==> src/scosc_cfg.svh <==
// Purpose: constants for the subsystem oscillator and cpu clock select block
// Assumes: byte-wide special register space, 16-bit addresses
// Notes: offsets, field positions, reset values and timing counts
`ifndef SCOSC_CFG_SVH
`define SCOSC_CFG_SVH
`define SCOSC_ADDR_CSSEL 16'hFFF2
`define SCOSC_ADDR_SOMODE 16'hFFF3
`define SCOSC_ADDR_PCR 16'hFFFB
`define SCOSC_SOMODE_RST 8'h00
`define SCOSC_CSSEL_RST 8'h00
`define SCOSC_PCR_RST 8'h02
`define SCOSC_BIT_SUBSTOP 0
`define SCOSC_BIT_FBRES 1
`define SCOSC_BIT_OSCSEL 4
`define SCOSC_BIT_STATUS 5
`define SCOSC_BIT_DIV 1
`define SCOSC_BIT_MAINSTOP 7
`define SCOSC_MAIN_DIV 4
`define SCOSC_SUB_DIV 2
`define SCOSC_HOLD_INSTR 2
`endif

==> src/scosc_pkg.sv <==
// Purpose: types for the subsystem oscillator and cpu clock select block
// Assumes: scosc_cfg.svh holds the numbers
// Notes: the cpu bus request travels as one packed struct
package scosc_pkg;
	// one cpu access to the special register space
	typedef struct packed {
		logic wr;
		logic rd;
		logic bit_op;
		logic [2:0] bit_idx;
		logic [15:0] addr;
		logic [7:0] wdata;
	} scosc_req_t;
	// cpu clock sources
	typedef enum logic [1:0] {SCOSC_SRC_MAIN, SCOSC_SRC_MAIN4, SCOSC_SRC_SUB2} scosc_src_t;
endpackage

==> src/scosc_glitchless.sv <==
// Purpose: glitch free switch between two clock-enable sources
// Assumes: both sources are one-cycle enables on mclk
// Notes: the old source runs out a hold count before the new one takes over
`timescale 1ns/1ps
`include "scosc_cfg.svh"
module scosc_glitchless
(
	input wire logic mclk,
	input wire logic rstn,
	input wire logic en_a,
	input wire logic en_b,
	input wire logic want_b,
	output logic en_out,
	output logic on_b
);
	// edges of the old source already run while a change waits to hand over
	logic [3:0] hold;
	wire logic cur_en = on_b ? en_b : en_a;
	wire logic change = want_b != on_b;
	// hand over only on an old-source edge, so no pulse is ever cut short
	always_ff @(posedge mclk or negedge rstn)
	begin
		if (!rstn)
		begin
			on_b <= 1'b0;
			hold <= 4'h0;
			en_out <= 1'b0;
		end
		else
		begin
			en_out <= cur_en;
			if (!change)
				hold <= 4'h0;
			else if (cur_en)
			begin
				// old clock kept for a few instructions
				if (hold == 4'(`SCOSC_HOLD_INSTR * 2 - 1))
				begin
					on_b <= want_b;
					hold <= 4'h0;
				end
				else
					hold <= hold + 4'h1;
			end
		end
	end
endmodule

==> src/scosc_top.sv <==
// Purpose: cpu clock source select, oscillator control and standby gating
// Assumes: cpu accesses are single-cycle strobes on mclk; oscillator clocks arrive as pins
// Notes: cpu clock and peripheral clocks leave as one-cycle enables on mclk
`timescale 1ns/1ps
`include "scosc_cfg.svh"
module scosc_top
(
	input wire logic mclk,
	input wire logic rstn,
	input wire scosc_pkg::scosc_req_t req,
	input wire logic stop_req,
	input wire logic halt_req,
	input wire logic main_osc_pin,
	input wire logic sub_osc_pin,
	output logic [7:0] rdata,
	output logic main_osc_en,
	output logic sub_osc_en,
	output logic fb_res_en,
	output logic cpu_clk_en,
	output logic sub_periph_en,
	output logic main_periph_en,
	output logic stop_grant,
	output logic halt_grant,
	output logic cpu_on_sub
);
	import scosc_pkg::*;
	// register state
	logic [7:0] sub_oscillator_mode;
	logic oscillator_select;
	logic cpu_clock_divide;
	logic main_oscillator_stop;
	// pin synchronisers, stage one read only by stage two
	logic main_s1, main_s2, main_s3;
	logic sub_s1, sub_s2, sub_s3;
	logic [1:0] div4;
	logic sub_half;
	logic on_sub;
	logic mux_en;
	// address decode and write data with bit merge
	wire logic hit_mode = req.addr == `SCOSC_ADDR_SOMODE;
	wire logic hit_sel = req.addr == `SCOSC_ADDR_CSSEL;
	wire logic hit_pcr = req.addr == `SCOSC_ADDR_PCR;
	wire logic [7:0] bit_mask = 8'h01 << req.bit_idx;
	wire logic [7:0] sel_now = {2'b00, on_sub, oscillator_select, 4'h0};
	wire logic [7:0] pcr_now = {main_oscillator_stop, 5'h00, cpu_clock_divide, 1'b0};
	// single-bit writes merge into the current byte
	wire logic [7:0] mode_w = req.bit_op ?
		((sub_oscillator_mode & ~bit_mask) | (req.wdata & bit_mask)) : req.wdata;
	wire logic [7:0] sel_w = req.bit_op ? ((sel_now & ~bit_mask) | (req.wdata & bit_mask)) : req.wdata;
	wire logic [7:0] pcr_w = req.bit_op ? ((pcr_now & ~bit_mask) | (req.wdata & bit_mask)) : req.wdata;
	// edges of synchronised oscillator pins
	wire logic main_edge = main_s2 & ~main_s3;
	wire logic sub_edge = sub_s2 & ~sub_s3;
	wire logic main_run = !main_oscillator_stop;
	// main/4 and sub/2 enables
	wire logic main_tick = main_edge & main_run;
	wire logic main4_tick = main_tick & (div4 == 2'(`SCOSC_MAIN_DIV - 1));
	wire logic main_src = cpu_clock_divide ? main4_tick : main_tick;
	wire logic sub_tick = sub_edge & !sub_oscillator_mode[`SCOSC_BIT_SUBSTOP];
	wire logic sub2_tick = sub_tick & sub_half;
	wire logic [7:0] next_rdata = hit_mode ? sub_oscillator_mode :
		hit_sel ? sel_now : hit_pcr ? pcr_now : 8'h00;
	// register writes
	always_ff @(posedge mclk or negedge rstn)
	begin
		if (!rstn)
		begin
			sub_oscillator_mode <= `SCOSC_SOMODE_RST;
			oscillator_select <= 1'b0;
			cpu_clock_divide <= 1'b1;
			main_oscillator_stop <= 1'b0;
		end
		else if (req.wr)
		begin
			if (hit_mode)
				sub_oscillator_mode <= mode_w;
			if (hit_sel)
				oscillator_select <= sel_w[`SCOSC_BIT_OSCSEL]; // status bit ignored
			if (hit_pcr)
			begin
				cpu_clock_divide <= pcr_w[`SCOSC_BIT_DIV];
				// main stop taken only while subsystem clock is cpu clock
				if (on_sub)
					main_oscillator_stop <= pcr_w[`SCOSC_BIT_MAINSTOP];
			end
		end
	end
	// synchronisers and dividers
	always_ff @(posedge mclk or negedge rstn)
	begin
		if (!rstn)
		begin
			main_s1 <= 1'b0;
			main_s2 <= 1'b0;
			main_s3 <= 1'b0;
			sub_s1 <= 1'b0;
			sub_s2 <= 1'b0;
			sub_s3 <= 1'b0;
			div4 <= 2'h0;
			sub_half <= 1'b0;
		end
		else
		begin
			main_s1 <= main_osc_pin;
			main_s2 <= main_s1;
			main_s3 <= main_s2;
			sub_s1 <= sub_osc_pin;
			sub_s2 <= sub_s1;
			sub_s3 <= sub_s2;
			if (main_tick)
				div4 <= div4 + 2'h1;
			if (sub_tick)
				sub_half <= ~sub_half;
		end
	end
	// glitch free switch between main and subsystem sources
	scosc_glitchless u_sw
	(
		.mclk(mclk),
		.rstn(rstn),
		.en_a(main_src),
		.en_b(sub2_tick),
		.want_b(oscillator_select),
		.en_out(mux_en),
		.on_b(on_sub)
	);
	// registered outputs
	always_ff @(posedge mclk or negedge rstn)
	begin
		if (!rstn)
		begin
			rdata <= 8'h00;
			main_osc_en <= 1'b0;
			sub_osc_en <= 1'b0;
			fb_res_en <= 1'b0;
			cpu_clk_en <= 1'b0;
			sub_periph_en <= 1'b0;
			main_periph_en <= 1'b0;
			stop_grant <= 1'b0;
			halt_grant <= 1'b0;
			cpu_on_sub <= 1'b0;
		end
		else
		begin
			rdata <= req.rd ? next_rdata : 8'h00;
			main_osc_en <= main_run;
			sub_osc_en <= !sub_oscillator_mode[`SCOSC_BIT_SUBSTOP];
			fb_res_en <= !sub_oscillator_mode[`SCOSC_BIT_FBRES];
			cpu_clk_en <= mux_en;
			sub_periph_en <= sub_tick;
			main_periph_en <= main_tick;
			stop_grant <= stop_req & !on_sub;
			halt_grant <= halt_req;
			cpu_on_sub <= on_sub;
		end
	end
	// read data and status both zero as reset releases
	a_reset_state: assert property (@(posedge mclk) $rose(rstn) |-> rdata == 8'h00 && !cpu_on_sub)
		else $error("reset state wrong");
	a_stop_on_sub: assert property (@(posedge mclk) disable iff (!rstn)
		stop_grant |-> $past(!on_sub))
		else $error("stop granted on subclock");
	a_stop_main: assert property (@(posedge mclk) disable iff (!rstn)
		stop_req && !on_sub |=> stop_grant)
		else $error("stop refused on main");
	a_halt_pass: assert property (@(posedge mclk) disable iff (!rstn)
		halt_req |=> halt_grant)
		else $error("halt refused");
	a_fb_res: assert property (@(posedge mclk) disable iff (!rstn)
		req.wr && hit_mode && !req.bit_op |=> ##1 fb_res_en == !$past(req.wdata[1], 2))
		else $error("feedback select wrong");
	a_sub_stop: assert property (@(posedge mclk) disable iff (!rstn)
		req.wr && hit_mode && !req.bit_op |=> ##1 sub_osc_en == !$past(req.wdata[0], 2))
		else $error("sub stop wrong");
	a_mstop_guard: assert property (@(posedge mclk) disable iff (!rstn)
		!on_sub && !main_oscillator_stop |=> !main_oscillator_stop)
		else $error("main stopped while on main");
	a_sub_periph: assert property (@(posedge mclk) disable iff (!rstn)
		sub_periph_en |-> $past(sub_edge))
		else $error("sub peripheral tick unsourced");
	a_status_rd: assert property (@(posedge mclk) disable iff (!rstn)
		req.rd && hit_sel |=> rdata[5] == cpu_on_sub && rdata[7:6] == 2'b00)
		else $error("status read wrong");
endmodule

==> config.mk <==
export PLATFORM = sky130hd
export DESIGN_NAME = scosc_top
export DESIGN_NICKNAME = d
export VERILOG_FILES = /design/src/scosc_pkg.sv /design/src/scosc_glitchless.sv /design/src/scosc_top.sv
export VERILOG_INCLUDE_DIRS = /design/src
export SDC_FILE = /design/constraint.sdc
export NUM_CORES = 1
export LEC_CHECK = 0
export ABC_AREA = 0
export BUFFER_PORTS_ARGS = -buffer_cell sky130_fd_sc_hd__buf_4
export CAP_MARGIN = 20
export CORE_ASPECT_RATIO = 1.75
export CORE_MARGIN = 5
export CORE_UTILIZATION = 50
export DETAILED_ROUTE_END_ITERATION = 7
export PLACE_DENSITY = 0.78
export RECOVER_POWER = 25
export SLEW_MARGIN = 20
export SYNTH_ARGS = -nofsm -noshare
export SYNTH_HDL_FRONTEND = slang
export SYNTH_SLANG_ARGS = --single-unit
==> constraint.sdc <==
create_clock -name mclk -period 2.1 [get_ports mclk]
set_input_delay 0.525 -clock mclk [delete_from_list [all_inputs] [get_ports mclk]]
set_output_delay 0.525 -clock mclk [all_outputs]
set_load 0.05 [all_outputs]
# After elaboration in Yosys (flattened, before gate mapping)
# Index checks and enable logic that the tools add are counted.
# word_totals
ff_bits	43
latch_bits	0
mem_bits_rw	0
mem_bits_ro	0
inputBits	36
out_inout_bits	17
wordCells	74
memories	0
# classes
addsub	2
mul	0
n_div	0
magnitude_cmp	0
n_eq_ne	7
shift	1
muxes	12
bitwise	18
reduce_logical	9
# ops
operator	count
$eq 16x16->1 const B	3
$mux 8	6
$and 8x8->8	3
$or 8x8->8	2
$mux 4	3
$not 8->8	1
$shl 1x3->8 const A	1
$and 1x1->1	7
$reduce_and 2->1	3
$reduce_and 3->1	2
$and 5x5->5	1
$mux 5	1
$or 5x5->5	1
$add 4x1->4 const B	1
$eq 4x2->1 const B	1
$logic_not 1->1	4
$not 1->1	3
$add 2x1->2 const B	1
$eq 2x2->1 const B	1
$mux 1	2
$ne 2x1->1 const B	1
$ne 1x1->1	1

# Logic depth before layout (Yosys ltp)
# logic_depth
word_depth	8
depth_mapped	6
mapped_depth_nobuf	5

# Modules after synthesis
# From an unflattened synthesis, not the netlist that was laid out.
# unflattened
cells_unflattened	142
hier_area_um2	1870.5
# modules_own_cells
mod	instances	cells_per_inst	area_each_um2	seq_area_each_um2
scosc_top	1	112	1536.5	927.1
scosc_glitchless	1	30	334.1	150.1

# Least setup slack after synthesis
# No wires, ideal clock.
# synth_path
kind	in2reg
from	input port req[10] (netlist bit)
to	register (tool-made name)
setup_time_ns	0.085
arrival_ns	1.612
required_ns	2.015
path_slack_ns	0.403
path_stages	4
n_path_buf	0
cell_sequence	nand4b_4 -> nor4_4 -> nand4_1 -> mux2_1
# synth_lines
element	line	source
start: declaration	scosc_top.sv:10	input wire scosc_pkg::scosc_req_t req,

==> impl_metrics.py <==
metrics = {
    "layout": {
        "antenna_cells": 0,
        "layout.nets": 234,
        "utilization_pct": 68.6,
        "stdcell_count": 242,
        "fin_area_sq_um": 2330,
        "drive_above_1_share_pct": 41.1,
        "area_growth_pct": 32.1,
    },
    "cts": {
        "insertion_delay_ns": 0.29,
        "cts_sinks": 43,
        "clockBufferDepth": 2,
        "cts.repair.resized": 0,
        "cts_tree": "yes",
        "cts.hold.buffers_added": 0,
        "cts.clk_slew.worst_paths_ns": 0.08,
        "post_cts_buffers": 0,
        "cts_max_level": 2,
        "clock-root-buffer": "clkbuf_8",
        "numCtsBuffers": 5,
    },
    "synth": {
        "ys_ff_latch": 43,
        "synth_warnings": 0,
        "synth_edf_count": 0,
        "syn_inst": 137,
        "yosysUniqueCellTypes": 31,
        "synth.avg_cell_area_sq_um": 12.9,
        "async_reset_ff_share_pct": 100,
        "syn-num-nets": 175,
        "netlist_area_sq_um": 1760,
        "seq_area_frac_synth_pct": 61.1,
        "synth-main-ff-cell": "dfrtp_1",
    },
    "timing": {
        "tns_ns": 0,
        "period_minus_slack_ns": 1.69,
        "max_slew_margin_pct": 32.1,
        "setup_ws_ns": 0.413,
        "rsz0062_at_grt": "false",
        "clock.fmax_ghz": 0.593,
        "report.final.slew_viol_count": 0,
        "tightestPinTransition_ns": 1.02,
        "finalCritPeriodShare_pct": 80.3,
        "finalHoldViolCount": 0,
        "fin_skew_ns": 0.00779,
        "setup_viol": 0,
        "holdWs_ns": 0.347,
    },
    "placed_design": {
        "dp_cells": 234,
        "placed_cell_area_sq_um": 2210,
        "port_buffers": 52,
        "hpwl_um": 2770,
        "place.gp.congestion": 0.807,
        "dp_slack_ns": 0.249,
    },
    "run": {
        "cap_viol_max_count": 0,
    },
    "floorplan": {
        "die_x_um": 54.9,
        "num_io_pins": 53,
        "core_area_sq_um": 3400,
        "die_h_um": 88.6,
        "start_util_pct": 51.9,
        "die-area_sq_um": 4860,
        "num_rows": 28,
    },
    "route": {
        "routed-via-count": 1264,
        "drt_wl_total_um": 3550,
        "detail_route.vias_per_cell": 5.22,
        "routedWlPerCell_um": 14.7,
        "detail-route-antenna-nets": 0,
        "dr.pass1.iters": 4,
        "drc": 0,
        "drtIter0Drc": 25,
    },
    "worst_setup_path": {
        "critPathMaxFanout": 8,
        "cp.arrival_ns": 1.86,
        "worstSetupStartpointType": "flip-flop",
        "max_stage_delay_ns": 0.43,
        "cpMaxStageDelayCell": "dfrtp_1",
        "critPathTopFamily": "simple AND/OR/NAND/NOR gates",
        "end_kind": "flip-flop",
        "crit_buf_inv": 0,
        "critPathRequiredTime_ns": 2.27,
        "worstSetupPathType": "flip-flop to flip-flop",
        "crit_path_cell_trace": "nor3b_2 > a32o_1 > nand2_1 > mux2_2",
    },
    "grt": {
        "grt_antenna_before_repair": 0,
        "grt_max_degree": 44,
        "grt_pass1_vias": 1404,
        "grt_usage_pct": 17.7,
        "gr-total-overflow": 0,
        "grt_pass1_wl_um": 6220,
    },
    "power": {
        "power_density_nw_per_um2": 736,
        "leakagePower_nw": 1.16,
        "total_power_mw": 1.72,
        "ir_drop_mv": 0.430,
    },
    "outcome": {
        "run_status": "finished, final reports clean",
    },
    "worst_hold_path": {
        "hold_path.class": "flip-flop to flip-flop",
    },
}
cell type report:
type,count,area [sq um]
well taps,45,56.3
multi-input cells,85,649
fillers,263,1070
clock inverters,2,35.0
repair buffers,54,403
flip-flops and latches,43,1080
clock buffers,6,82.6
inverters,7,26.3
layout by cell type, fill, tap and decap left out, types with 3 or more instances in the layout:
cell	count
buf_4	50
dfrtp_1	42
mux2_2	13
nand3_1	11
and3_1	8
inv_1	7
o21ai_0	7
clkbuf_8	6
nand2_1	5
nor2_1	5
mux2i_1	4
nor2b_1	3
nand4_1	3
nand2b_1	3
clkbuf_4	3
cells by family (layout without fill, tap and decap cells):
| logic type | Yosys count | in the layout | share of synthesized area [%] |
|---|---|---|---|
| and+or+nand+nor | 48 | 48 | 17.7 |
| DFF | 43 | 43 | 61.1 |
| muxes | 18 | 18 | 11.2 |
| AOI/OAI and AO/OA | 14 | 14 | 4.96 |
| buffers and inverters | 9 | 69 | 2.13 |
| xor gates and xnor gates | 3 | 3 | 1.49 |
| adders and majority gates | 2 | 2 | 1.42 |
routing by layer:
metal / track usage (%) / share of wire, % / wire [um] / up-vias
met3: 4.22 / 6.8 / 242 / 10
met2: 30.8 / 54 / 1920 / 54
li1: - / - / - / 599
met5: 0 / 0 / 0 / -
met4: 8.19 / 2.9 / 102 / 0
met1: 19.4 / 36 / 1280 / 601
cell usage after synthesis, types with 3 or more instances:
| library cell | number | area (sq um) |
|---|---|---|
| dfrtp_1 | 42 | 1050 |
| mux2_2 | 13 | 146 |
| nand3_1 | 11 | 55.1 |
| and3_1 | 8 | 50.1 |
| inv_1 | 7 | 26.3 |
| o21ai_0 | 7 | 35.0 |
| nand2_1 | 5 | 18.8 |
| nor2_1 | 5 | 18.8 |
| mux2i_1 | 4 | 40.0 |
| nand2b_1 | 3 | 18.8 |
| nand4_1 | 3 | 18.8 |
| nor2b_1 | 3 | 18.8 |
report_power, final:
group / switching (mW) / internal (mW) / leakage, nW
Clock: 0.265 / 0.385 / 0.0612
Sequential: 0.0226 / 0.869 / 0.552
Combinational: 0.0851 / 0.0886 / 0.543
Total: 0.373 / 1.34 / 1.16
worst paths after layout:
check                      depth (start not counted)              to  slack [ns]      start
setup / recovery                                   4       u_sw.on_b        0.41  flip-flop
hold / removal                                     0          sub_s2        0.35     sub_s1
max in group asynchronous                          1    u_sw.hold[3]        1.07       rstn
setup reg to reg                                   4       u_sw.on_b        0.41  flip-flop
hold reg to reg                                    0          sub_s2        0.35     sub_s1
min in group asynchronous                          1  main_periph_en        0.40       rstn
(Power assumes the default switching activity.)
